$ cat config.mk
export PLATFORM = sky130hd
export DESIGN_NAME = lamp_menu_ctrl
export DESIGN_NICKNAME = d
export VERILOG_FILES = /design/src/shared/lamp_menu_pkg.sv /design/src/shared/press_if.sv /design/src/logic/button_sync.sv /design/src/logic/blink_timer.sv /design/src/logic/lamp_menu_ctrl.sv
export SDC_FILE = /design/constraint.sdc
export NUM_CORES = 1
export LEC_CHECK = 0
export ABC_CLOCK_PERIOD_IN_PS = 3350
export CELL_PAD_IN_SITES_DETAIL_PLACEMENT = 0
export CELL_PAD_IN_SITES_GLOBAL_PLACEMENT = 1
export CORE_MARGIN = 10
export CORE_UTILIZATION = 40
export CTS_BUF_LIST = sky130_fd_sc_hd__clkbuf_8 sky130_fd_sc_hd__clkbuf_16
export CTS_CLUSTER_DIAMETER = 150
export CTS_CLUSTER_SIZE = 40
export DETAILED_ROUTE_END_ITERATION = 12
export DONT_BUFFER_PORTS = 1
export GPL_ROUTABILITY_DRIVEN = 0
export GPL_TIMING_DRIVEN = 0
export PLACE_DENSITY_LB_ADDON = 0.1
export SLEW_MARGIN = 20
export SYNTH_ARGS = -nofsm -noshare
export SYNTH_HDL_FRONTEND = slang
export SYNTH_SLANG_ARGS = --single-unit
$ cat constraint.sdc
create_clock -name clk_i -period 3.35 [get_ports clk_i]
set_input_delay 0 -clock clk_i [delete_from_list [all_inputs] [get_ports clk_i]]
set_output_delay 0 -clock clk_i [all_outputs]
set_load 0.005 [all_outputs]
$ cat src/shared/lamp_menu_pkg.sv
// Shared constants, register map and types for the status lamp and menu controller.
package lamp_menu_pkg;

   // ---------------------------------------------------------------
   // Register map (byte addresses, one 32-bit word each)
   // ---------------------------------------------------------------
   localparam logic [7:0] reg_ctrl_a = 8'h00;
   localparam logic [7:0] reg_status_a = 8'h04;
   localparam logic [7:0] reg_irq_stat_a = 8'h08;
   localparam logic [7:0] reg_irq_mask_a = 8'h0C;
   localparam logic [7:0] reg_view_a = 8'h10;
   localparam logic [7:0] reg_value_a = 8'h14;

   // Control register fields.
   localparam int ctrl_init_done_b = 0;
   localparam int ctrl_master_init_b = 1;
   localparam int ctrl_comm_fault_b = 2;
   localparam int ctrl_tx_stall_b = 3;
   localparam int ctrl_good_read_b = 4;
   localparam int ctrl_poll_b = 5;

   // Interrupt status fields.
   localparam int irq_good_read_b = 0;
   localparam int irq_button_b = 1;
   localparam int irq_poll_b = 2;
   localparam int irq_bits_c = 3;

   // ---------------------------------------------------------------
   // Timing at 200 MHz
   // ---------------------------------------------------------------
   localparam int clk_mhz_c = 200;
   localparam int flash_ms_c = 250;
   localparam int blink_ms_c = 100;
   // Kept short enough that the backlight cycle count still fits a 32-bit int.
   localparam int backlight_s_c = 10;
   localparam int flash_cyc_c = flash_ms_c * clk_mhz_c * 1000;
   localparam int blink_cyc_c = blink_ms_c * clk_mhz_c * 1000;
   localparam int backlight_cyc_c = backlight_s_c * clk_mhz_c * 1000000;

   localparam logic [31:0] zero_word_c = 32'h0000_0000;
   localparam logic [4:0] master_addr_c = 5'h00;

   // Views in display order.
   typedef enum logic [2:0]
   {
      view_result,
      view_quality,
      device_status_view,
      view_io,
      station_address_view,
      view_align,
      view_version
   } view_t;

   // Network lamp states.
   typedef enum logic [1:0]
   {
      net_off,
      net_on,
      net_flash,
      net_error
   } net_lamp_t;

   // Lamp colour codes.
   localparam logic [1:0] lamp_off_c = 2'h0;
   localparam logic [1:0] lamp_green_c = 2'h1;
   localparam logic [1:0] lamp_red_c = 2'h2;

endpackage

$ cat src/shared/press_if.sv
// Button event carrier between the debouncer and the controller.
`timescale 1ns/100ps
`default_nettype none
interface press_if;
   logic enter_press;
   logic down_press;
   modport src (output enter_press, output down_press);
   modport dst (input enter_press, input down_press);
endinterface
`default_nettype wire

$ cat src/logic/button_sync.sv
// Button synchroniser that turns two pin levels into one-cycle press pulses.
`timescale 1ns/100ps
`default_nettype none
module button_sync
   import lamp_menu_pkg::*;
(
   // Clock and reset.
   input wire logic clk_i,
   input wire logic rst_i,
   input wire logic ce_i,
   // Button pins, high while pressed.
   input wire logic enter_btn_i,
   input wire logic down_btn_i,
   // Press events.
   press_if.src press
);

   typedef struct packed
   {
      logic [2:0] enter_sync;
      logic [2:0] down_sync;
      logic enter_state;
      logic down_state;
      logic enter_pulse;
      logic down_pulse;
   } sync_state_t;

   sync_state_t st_q;
   sync_state_t st_d;

   // A level only counts once the second and third stages agree.
   always_comb
   begin
      st_d = st_q;
      st_d.enter_sync = {st_q.enter_sync[1:0], enter_btn_i};
      st_d.down_sync = {st_q.down_sync[1:0], down_btn_i};
      st_d.enter_pulse = 1'b0;
      st_d.down_pulse = 1'b0;
      if (st_q.enter_sync[1] == st_q.enter_sync[2])
      begin
         st_d.enter_state = st_q.enter_sync[2];
         st_d.enter_pulse = st_q.enter_sync[2] & ~st_q.enter_state;
      end
      if (st_q.down_sync[1] == st_q.down_sync[2])
      begin
         st_d.down_state = st_q.down_sync[2];
         st_d.down_pulse = st_q.down_sync[2] & ~st_q.down_state;
      end
   end

   // State register, frozen while the clock enable is low.
   always_ff @(posedge clk_i)
   begin
      if (rst_i)
         st_q <= '0;
      else if (ce_i)
         st_q <= st_d;
   end

   assign press.enter_press = st_q.enter_pulse & ce_i;
   assign press.down_press = st_q.down_pulse & ce_i;

endmodule
`default_nettype wire

$ cat src/logic/blink_timer.sv
// Free-running square wave used to flash the power and network lamps.
`timescale 1ns/100ps
`default_nettype none
module blink_timer
   import lamp_menu_pkg::*;
#(
   parameter int half_cyc = flash_cyc_c
)
(
   // Clock and reset.
   input wire logic clk_i,
   input wire logic rst_i,
   input wire logic ce_i,
   // Flash phase.
   output logic phase_o
);

   typedef struct packed
   {
      logic [31:0] cnt;
      logic phase;
   } blink_state_t;

   blink_state_t st_q;
   blink_state_t st_d;

   // Toggle the phase every half period.
   always_comb
   begin
      st_d = st_q;
      if (st_q.cnt >= 32'(half_cyc - 1))
      begin
         st_d.cnt = zero_word_c;
         st_d.phase = ~st_q.phase;
      end
      else
         st_d.cnt = st_q.cnt + 32'h0000_0001;
   end

   // State register.
   always_ff @(posedge clk_i)
   begin
      if (rst_i)
         st_q <= '0;
      else if (ce_i)
         st_q <= st_d;
   end

   assign phase_o = st_q.phase;

endmodule
`default_nettype wire

$ cat src/logic/lamp_menu_ctrl.sv
// Status lamps, view menu, backlight and slave address logic of a networked reader.
`timescale 1ns/100ps
`default_nettype none

// Summary of operation
// - Power-up always shows reading result view.
// - Enter toggles selection mode; display flashes.
// - Down steps to next view while selecting.
// - Views follow the fixed documented order.
// - Upper line names view; lower shows value.
// - Any press lights backlight; auto off later.
// - Power lamp flashes green during initialisation.
// - Power lamp steady green once ready.
// - Good read blinks power lamp off briefly.
// - Comm fault after master init flashes red.
// - Undeliverable data shows network error lamp.
// - Lamps behave the same with or without display.
// - Nonzero address selects polled slave operation.
// - Slave sends only when master polls; 31 max.
// - I/O view shows 0 inactive, 1 active.
module lamp_menu_ctrl
   import lamp_menu_pkg::*;
#(
   parameter int backlight_cyc = backlight_cyc_c,
   parameter int blink_cyc = blink_cyc_c,
   parameter int flash_cyc = flash_cyc_c,
   parameter int io_lines = 2
)
(
   // Clock, reset and enable.
   input wire logic clk_i,
   input wire logic rst_i,
   input wire logic ce_i,
   // Wishbone slave.
   input wire logic cyc_i,
   input wire logic stb_i,
   input wire logic we_i,
   input wire logic [7:0] adr_i,
   input wire logic [3:0] sel_i,
   input wire logic [31:0] dat_i,
   output logic [31:0] dat_o,
   output logic ack_o,
   // Pins from the operator panel and address switch.
   input wire logic enter_btn_i,
   input wire logic down_btn_i,
   input wire logic [4:0] addr_switch_i,
   input wire logic [io_lines-1:0] io_state_i,
   // Lamps, display and network side.
   output logic [1:0] power_status_lamp_o,
   output logic [1:0] net_lamp_o,
   output logic [2:0] view_title_o,
   output logic [31:0] view_value_o,
   output logic display_flash_o,
   output logic backlight_o,
   output logic slave_mode_o,
   output logic [4:0] station_addr_o,
   output logic tx_enable_o,
   output logic irq_o
);

   press_if press ();
   logic flash_phase;

   button_sync u_btn
   (
      .clk_i(clk_i),
      .rst_i(rst_i),
      .ce_i(ce_i),
      .enter_btn_i(enter_btn_i),
      .down_btn_i(down_btn_i),
      .press(press)
   );

   blink_timer #(.half_cyc(flash_cyc)) u_flash
   (
      .clk_i(clk_i),
      .rst_i(rst_i),
      .ce_i(ce_i),
      .phase_o(flash_phase)
   );

   // Next view in the fixed display order, wrapping after the version view.
   function automatic view_t next_view(input view_t v);
      if (v == view_version)
         next_view = view_result;
      else
         next_view = view_t'(v + 3'h1);
   endfunction

   // Lower-line value for a view; I/O lines sit one bit per line.
   function automatic logic [31:0] view_value(input view_t v, input logic [31:0] res,
      input logic [31:0] qual, input logic [31:0] err, input logic [31:0] io,
      input logic [4:0] adr, input logic [31:0] ver);
      case (v)
         view_result: view_value = res;
         view_quality: view_value = qual;
         device_status_view: view_value = err;
         view_io: view_value = io;
         station_address_view: view_value = {27'h000_0000, adr};
         view_align: view_value = qual;
         view_version: view_value = ver;
         default: view_value = zero_word_c;
      endcase
   endfunction

   typedef struct packed
   {
      logic [4:0][2:0] adr_sync;
      logic [4:0] adr;
      logic [io_lines-1:0][2:0] io_sync;
      logic [io_lines-1:0] io;
      logic [5:0] ctrl;
      logic [31:0] result;
      logic [31:0] quality;
      logic [31:0] error;
      logic [31:0] version;
      logic [irq_bits_c-1:0] irq_stat;
      logic [irq_bits_c-1:0] irq_mask;
      view_t view;
      logic selecting;
      logic [31:0] bl_cnt;
      logic backlight;
      logic [31:0] blink_cnt;
      logic [1:0] pwr_lamp;
      logic [1:0] net_lamp;
      logic [31:0] value;
      logic tx_en;
      logic slave;
      logic [31:0] rdata;
      logic ack;
      logic irq;
   } ctrl_state_t;

   ctrl_state_t st_q;
   ctrl_state_t st_d;

   logic wb_req;
   logic wb_wr;
   logic good_read_ev;
   logic poll_ev;
   logic any_press;
   logic [31:0] io_word;
   logic [31:0] wmask;
   net_lamp_t net_mode;

   assign wb_req = cyc_i & stb_i & ~st_q.ack;
   assign wb_wr = wb_req & we_i;
   assign wmask = {{8{sel_i[3]}}, {8{sel_i[2]}}, {8{sel_i[1]}}, {8{sel_i[0]}}};
   assign good_read_ev = wb_wr && adr_i == reg_ctrl_a && dat_i[ctrl_good_read_b] && sel_i[0];
   assign poll_ev = wb_wr && adr_i == reg_ctrl_a && dat_i[ctrl_poll_b] && sel_i[0];
   assign any_press = press.enter_press | press.down_press;
   assign io_word = 32'(st_q.io);

   // Network lamp mode from the software status bits.
   always_comb
   begin
      if (st_q.ctrl[ctrl_tx_stall_b])
         net_mode = net_error;
      else if (st_q.ctrl[ctrl_master_init_b] && st_q.ctrl[ctrl_comm_fault_b])
         net_mode = net_flash;
      else if (st_q.ctrl[ctrl_master_init_b])
         net_mode = net_on;
      else
         net_mode = net_off;
   end

   // Whole controller: pins, bus, menu, backlight and lamps.
   always_comb
   begin
      st_d = st_q;
      // Three-stage pin synchronisers; stages two and three must agree.
      for (int i = 0; i < 5; i++)
      begin
         st_d.adr_sync[i] = {st_q.adr_sync[i][1:0], addr_switch_i[i]};
         if (st_q.adr_sync[i][1] == st_q.adr_sync[i][2])
            st_d.adr[i] = st_q.adr_sync[i][2];
      end
      for (int i = 0; i < io_lines; i++)
      begin
         st_d.io_sync[i] = {st_q.io_sync[i][1:0], io_state_i[i]};
         if (st_q.io_sync[i][1] == st_q.io_sync[i][2])
            st_d.io[i] = st_q.io_sync[i][2];
      end

      // Bus slave: one wait state, ack for one cycle.
      st_d.ack = wb_req;
      st_d.rdata = zero_word_c;
      if (wb_req && !we_i)
      begin
         case (adr_i)
            reg_ctrl_a: st_d.rdata = 32'(st_q.ctrl[3:0]);
            reg_status_a: st_d.rdata = {20'h0_0000, st_q.adr, st_q.selecting,
               st_q.view, st_q.backlight, st_q.tx_en, (st_q.adr != master_addr_c)};
            reg_irq_stat_a: st_d.rdata = 32'(st_q.irq_stat);
            reg_irq_mask_a: st_d.rdata = 32'(st_q.irq_mask);
            reg_view_a: st_d.rdata = 32'(st_q.view);
            reg_value_a: st_d.rdata = st_q.value;
            default: st_d.rdata = zero_word_c;
         endcase
      end
      if (wb_wr)
      begin
         case (adr_i)
            reg_ctrl_a: if (sel_i[0]) st_d.ctrl = {2'h0, dat_i[3:0]};
            reg_irq_stat_a: if (sel_i[0])
               st_d.irq_stat = st_q.irq_stat & ~dat_i[irq_bits_c-1:0];
            reg_irq_mask_a: if (sel_i[0]) st_d.irq_mask = dat_i[irq_bits_c-1:0];
            reg_view_a: st_d.result = (st_q.result & ~wmask) | (dat_i & wmask);
            reg_value_a: st_d.quality = (st_q.quality & ~wmask) | (dat_i & wmask);
            default: st_d.error = st_q.error;
         endcase
      end

      // Menu: enter toggles selection, down steps only while selecting.
      if (press.enter_press)
         st_d.selecting = ~st_q.selecting;
      if (press.down_press && st_q.selecting)
         st_d.view = next_view(st_q.view);

      // Backlight restarts its countdown on every press.
      if (any_press)
      begin
         st_d.backlight = 1'b1;
         st_d.bl_cnt = 32'(backlight_cyc - 1);
      end
      else if (st_q.bl_cnt != zero_word_c)
         st_d.bl_cnt = st_q.bl_cnt - 32'h0000_0001;
      else
         st_d.backlight = 1'b0;

      // Good read starts the brief off-blink of the power lamp.
      if (good_read_ev && st_q.ctrl[ctrl_init_done_b])
         st_d.blink_cnt = 32'(blink_cyc);
      else if (st_q.blink_cnt != zero_word_c)
         st_d.blink_cnt = st_q.blink_cnt - 32'h0000_0001;

      // Power lamp ignores whether a display is fitted.
      if (!st_q.ctrl[ctrl_init_done_b])
         st_d.pwr_lamp = flash_phase ? lamp_green_c : lamp_off_c;
      else if (st_q.blink_cnt != zero_word_c)
         st_d.pwr_lamp = lamp_off_c;
      else
         st_d.pwr_lamp = lamp_green_c;

      case (net_mode)
         net_error: st_d.net_lamp = lamp_red_c;
         net_flash: st_d.net_lamp = flash_phase ? lamp_red_c : lamp_off_c;
         net_on: st_d.net_lamp = lamp_green_c;
         default: st_d.net_lamp = lamp_off_c;
      endcase

      // Transmit only on a master poll and only as a valid slave.
      st_d.tx_en = poll_ev && (st_q.adr != master_addr_c);
      // Registered so the slave flag leaves the block straight from a flip-flop.
      st_d.slave = st_q.adr != master_addr_c;

      st_d.value = view_value(st_q.view, st_q.result, st_q.quality, st_q.error, io_word,
         st_q.adr, st_q.version);

      // Sticky events; a new event wins over a same-cycle clear.
      if (good_read_ev)
         st_d.irq_stat[irq_good_read_b] = 1'b1;
      if (any_press)
         st_d.irq_stat[irq_button_b] = 1'b1;
      if (poll_ev)
         st_d.irq_stat[irq_poll_b] = 1'b1;
      st_d.irq = |(st_d.irq_stat & st_q.irq_mask);
   end

   // State register; reset forces the reading result view.
   always_ff @(posedge clk_i)
   begin
      if (rst_i)
      begin
         st_q <= '0;
         st_q.view <= view_result;
      end
      else if (ce_i)
         st_q <= st_d;
   end

   assign dat_o = st_q.rdata;
   assign ack_o = st_q.ack;
   assign power_status_lamp_o = st_q.pwr_lamp;
   assign net_lamp_o = st_q.net_lamp;
   assign view_title_o = st_q.view;
   assign view_value_o = st_q.value;
   assign display_flash_o = st_q.selecting;
   assign backlight_o = st_q.backlight;
   assign slave_mode_o = st_q.slave;
   assign station_addr_o = st_q.adr;
   assign tx_enable_o = st_q.tx_en;
   assign irq_o = st_q.irq;
endmodule
`default_nettype wire

# After elaboration in Yosys (flattened, before gate mapping)
# Index checks and enable logic that the tools add are counted.
[totals] elab_cells=157 ff_bits=286 input_bits=59 out_inout_bits=82
[op_classes] bitwise=22 muxes=28 eq_ne=23 add_sub_neg=4 n_lt_le_gt_ge=1 n_reduce_logical=39
[ops] op="32-bit one-hot mux with 6 select lines" n=1
[ops] op="32-bit two-way mux" n=5
[ops] op="32-bit one-hot mux with 4 select lines" n=1
[ops] op="32-bit bitwise AND" n=3
[ops] op="32-bit OR" n=2
[ops] op="32-bit nonzero test" n=2
[ops] op="32-bit by 1-bit subtractor with 32-bit output, second input constant" n=2
[ops] op="33-bit two-way mux" n=1
[ops] op="32-bit by 1-bit adder with 32-bit output, second input constant" n=1
[ops] op="32-bit by 26-bit greater-or-equal comparator with 1-bit output, second input constant" n=1
[ops] op="32-bit NOT" n=1
[ops] op="2-bit AND reduction" n=15
[ops] op="8-bit by 4-bit == test with 1-bit output, second input constant" n=2
[ops] op="8-bit by 5-bit == test with 1-bit output, second input constant" n=2
[ops] op="3-bit two-way mux" n=5
[ops] op="1-bit logical AND" n=10
[ops] op="1-bit two-way mux" n=10
[ops] op="1-bit == test" n=9
[ops] op="3-bit == test, second input constant" n=3
[ops] op="8-bit by 3-bit == test with 1-bit output, second input constant" n=1
[ops] op="8-bit logical NOT" n=1
[ops] op="4-bit AND reduction" n=2
[ops] op="1-bit bitwise AND" n=7
[ops] op="3-bit bitwise AND" n=2
[ops] op="19 further kinds" n=28

# Depth between registers and ports, before layout
[depth] depth_word=9 mapped_depth=9 mapped_depth_nobuf=8

# By module
# From an unflattened synthesis, not the netlist that was laid out.
[unflattened] hier_cells=1458 area_unflattened_um2=13107.6
[by_module_without_submodules] module="lamp_menu_ctrl" seq_area_each_um2=4844.6 instances=1 cells_each=1239 area_per_inst_um2=11106.9
[by_module_without_submodules] module="blink_timer" seq_area_each_um2=660.6 instances=1 cells_each=176 area_per_inst_um2=1526.5
[by_module_without_submodules] module="button_sync" seq_area_each_um2=200.2 instances=1 cells_each=43 area_per_inst_um2=474.2

# Worst setup path after synthesis
# OpenSTA, ideal clock, no wires.
[synth_path] path_kind="reg-to-reg" start="reg st_q[120] (netlist bit)" end="reg st_q[107] (netlist bit)" setup_time_ns=0.134 t_required_ns=3.216 slack_ns=0.833 synth_period_minus_slack_ns=2.517 n_path_buf=1 t_arrival_ns=2.383 stages_incl_launch_ff=8 cell_sequence="dfxtp_1 > or4_4 > or3_1 > buf_6 > or4_1 > and2_1 > a211oi_1 > a311oi_1"
[synth_via] elab_chain_len=3
[synth_lines] element="from (decl)" line="lamp_menu_ctrl.sv:134" text="ctrl_state_t st_q;"
[synth_lines] element="from (signal assigned)" line="lamp_menu_ctrl.sv:279" text="st_q <= st_d;"
[synth_lines] element="32-bit nonzero test" line="lamp_menu_ctrl.sv:226" text="else if (st_q.bl_cnt != zero_word_c)"
[synth_lines] element="2-bit nonzero test (no line)"
[synth_lines] element="2-bit AND reduction (no line)"
# Every way passes these cells.
# A chain may end at the register's enable or synchronous reset.

==> summary.txt <==
Status: complete, no violations
Vias per Instance: 5.43
Effective utilization at floorplan: 40.3%
Slowest Stage Delay on Critical Path: 650 ps
Core ar.: 31400 µm²
Io pins: 141
VDD IR max: 0.341 mV
Die Span Y: 198 µm
Die width: 198 µm
CTS clock-pin slew for the worst setup and hold paths: 140 ps
Area after DPL: 13200 µm²
Vias in the first global route: 10412
DP Wirelength: 28300 µm
H-tree depth: 1
CP max-delay cell: dlygate4sd3_1
Antenna violations before repair: 4
Fin crit share: 88.0%
Clock buffer depth: 3
GRT Total Usage: 19.1%
Filler cell count: 3197
Clock skew: 54.3 ps
Final setup viols: 0
Hold Vio Cnt, Final: 0
Critical Setup Path Class: register to register
Clock root buffer master: clkbuf_16
Sequential share of the synthesized area: 45.1%
Number of enable flip-flop cells after synthesis: 0
Leak: 5.02 nW
CTS sink cnt: 285
Cell class contributing the biggest share of worst-path delay: buffers and inverters
CP endpoint kind: register
Total number of vias: 10728
CP startpoint kind: register
Post-Layout Inst Area: 14100 µm²
Maxcap violations: 0
Synth Instances: 1492
Area grow syn2layout: 11.8%
Post-DRT Antenna Nets: 0
Post-Syn Nets: 1555
Post-synthesis cell area: 12700 µm²
Post-synth ARST share: 0%
Nets: 1634
Die ar.: 39200 µm²
CTS tree: done
Fmax achieved: 0.339 GHz
Slew margin rel.: 33.6%
Final max-slew violation count: 0
WL final: 38300 µm
Setup TNS: 0 ps
DR DRC count: 0
Crit path time final: 2950 ps
Top FF cell, synth: dfxtp_1
Number of buffers created by CTS: 11
Core Rows: 65
Iteration-0 DRC count of the detailed router: 763
Worst path required time: 3790 ps
Least-Margin Pin Slew: 986 ps
Port bufs: 0
#FFs+latches synth: 285
Fraction of layout cells with a size suffix above 1: 7.58%
Routed WL per cell: 19.4 µm
Syn avg cell area: 8.48 µm²
Worst path buffer plus inverter count: 3
Library cells used by synthesis: 68
Pre-Repair DR Iteration Count: 7
CP max FO: 10
Global-route wire length before repair: 60200 µm
Arr. time, crit path: 3390 ps
Largest net degree at the start of global routing: 41
RSZ-0062 raised after global routing: false
Hold/Removal Path Class: input pin to register
Clock latency on the worst-skew pair: 500 ps
P per Cell Area: 641 nW/µm²
Most frequent CP cell: nand3_1
Number of synthesis warnings: 0
GRT Residual Overflow: 0
Worst path cell trace: and3b_1 -> nand3_1 -> dlygate4sd3_1 -> nor3_2 -> buf_4 -> clkbuf_1 -> nand3_1 -> a21oi_1
-- cell usage in the layout, fill, tap and decap left out, types with 6 or more instances in the layout --
| cell type | count |
|---|---|
| dlygate4sd3_1 | 63 |
| or3_1 | 11 |
| a22oi_1 | 64 |
| a21oi_1 | 130 |
| buf_4 | 78 |
| nand2b_1 | 6 |
| nor3b_1 | 6 |
| nor2_1 | 213 |
| and3_1 | 9 |
| nor4_1 | 23 |
| clkbuf_16 | 11 |
| xor2_1 | 19 |
| xnor2_1 | 52 |
| a211oi_1 | 15 |
| nand3_1 | 61 |
| inv_1 | 12 |
| and2_1 | 9 |
| nand2_1 | 160 |
| a22o_1 | 35 |
| o31ai_1 | 7 |
| o21ai_0 | 27 |
| clkbuf_1 | 82 |
| nand4_1 | 10 |
| a31oi_1 | 9 |
| or4_1 | 19 |
| mux2i_1 | 40 |
| a21o_1 | 8 |
| dfxtp_1 | 285 |
| nor3_1 | 21 |
-- what timing repair did --
item | CTS | global route
resized for setup | 0 | 1
hold buffers | 63 | 0
hold endpoints to repair | 98 | 0
buffers inserted | 0 | 0
setup endpoints to repair | 0 | 3
-- routing by layer --
metal,share of wire [%],wire [µm],global-route usage (%)
met5,0,0,0
met4,1.7,642,4.07
met3,5.9,2250,3.45
met2,45,17300,30.1
met1,47,18100,26.6
-- power by group --
group / internal, mW / total, mW / leakage (nW) / switching (mW)
registers: 3.74 / 4.08 / 2.30 / 0.344
logic: 1.36 / 3.28 / 2.57 / 1.92
clock network: 0.619 / 1.71 / 0.147 / 1.09
-- stage by stage --
step           hold WS (ps)  setup slack, ps  power [mW]  utilization (%)  std cells
2_1_floorplan           140              833        6.65                -       1492
3_3_place_gp            142             90.4        7.31             41.9       1894
3_5_place_dp            145              292        7.34             42.0       1897
4_1_cts                1.33              248        9.12             45.0       1972
5_1_grt                14.4             93.7        9.69             45.1       1974
6_report               8.76              401        9.07             45.1       1976
-- worst paths after layout --
path         cells past startpoint  slack [ps]       end          startpoint
max                              8         400  register  ack_o$_SDFFE_PP0P_
min reg2reg                      2         460  register            register
max reg2reg                      8         400  register  ack_o$_SDFFE_PP0P_
min                              4           9  register            sel_i[3]
-- cells by family after synthesis --
kind of cell | Yosys count | synth area share [%]
compound gates | 330 | 17.3
mux | 43 | 3.43
buf+inv | 177 | 7.60
other cells | 1 | 0.0296
flops | 285 | 45.1
xor+xnor | 71 | 4.91
simple gates | 581 | 21.3
fa+ha+maj | 4 | 0.396
-- worst min-delay path: stages --
cell and delay, ps:
and2_1 110, clkbuf_1 200, nand2_1 110, a21oi_1 60
-- area by class of cell --
cell class | instances | area [µm²] | area share [%]
multi-input cells | 1030 | 6010 | 42.5
flip-flops and latches | 285 | 5710 | 40.3
plain buffers | 165 | 917 | 6.48
repair buffers | 66 | 651 | 4.60
well taps | 402 | 503 | 3.55
clock buffers | 11 | 275 | 1.95
inverters | 12 | 45.0 | 0.318
clock inverters | 1 | 30.0 | 0.212
diodes | 4 | 10.0 | 0.0707
-- synth_stat cells, drive strengths merged (4+ instances only) --
cell	number	share of area [%]
nor2b	4	0.20
xor2	19	1.3
ha	4	0.40
or4	21	1.3
mux2i	40	3.2
and2	9	0.44
a22o	35	2.4
xnor2	52	3.6
clkbuf	82	2.4
nor3	25	1.0
a22oi	64	3.8
nor2	213	6.3
nand2	160	4.7
o31ai	8	0.51
nor3b	6	0.36
or3	12	0.63
o311ai	5	0.41
or2	4	0.20
a21o	8	0.47
o211ai	4	0.24
a31oi	9	0.44
nand4	10	0.49
and3	9	0.44
nor4	24	1.2
buf	83	4.8
inv	12	0.36
o21ai	27	1.1
a21oi	131	5.2
a211oi	15	0.89
dfxtp	285	45
nand3	61	2.4
nand2b	6	0.30
Power figures use the tool's default switching activity.
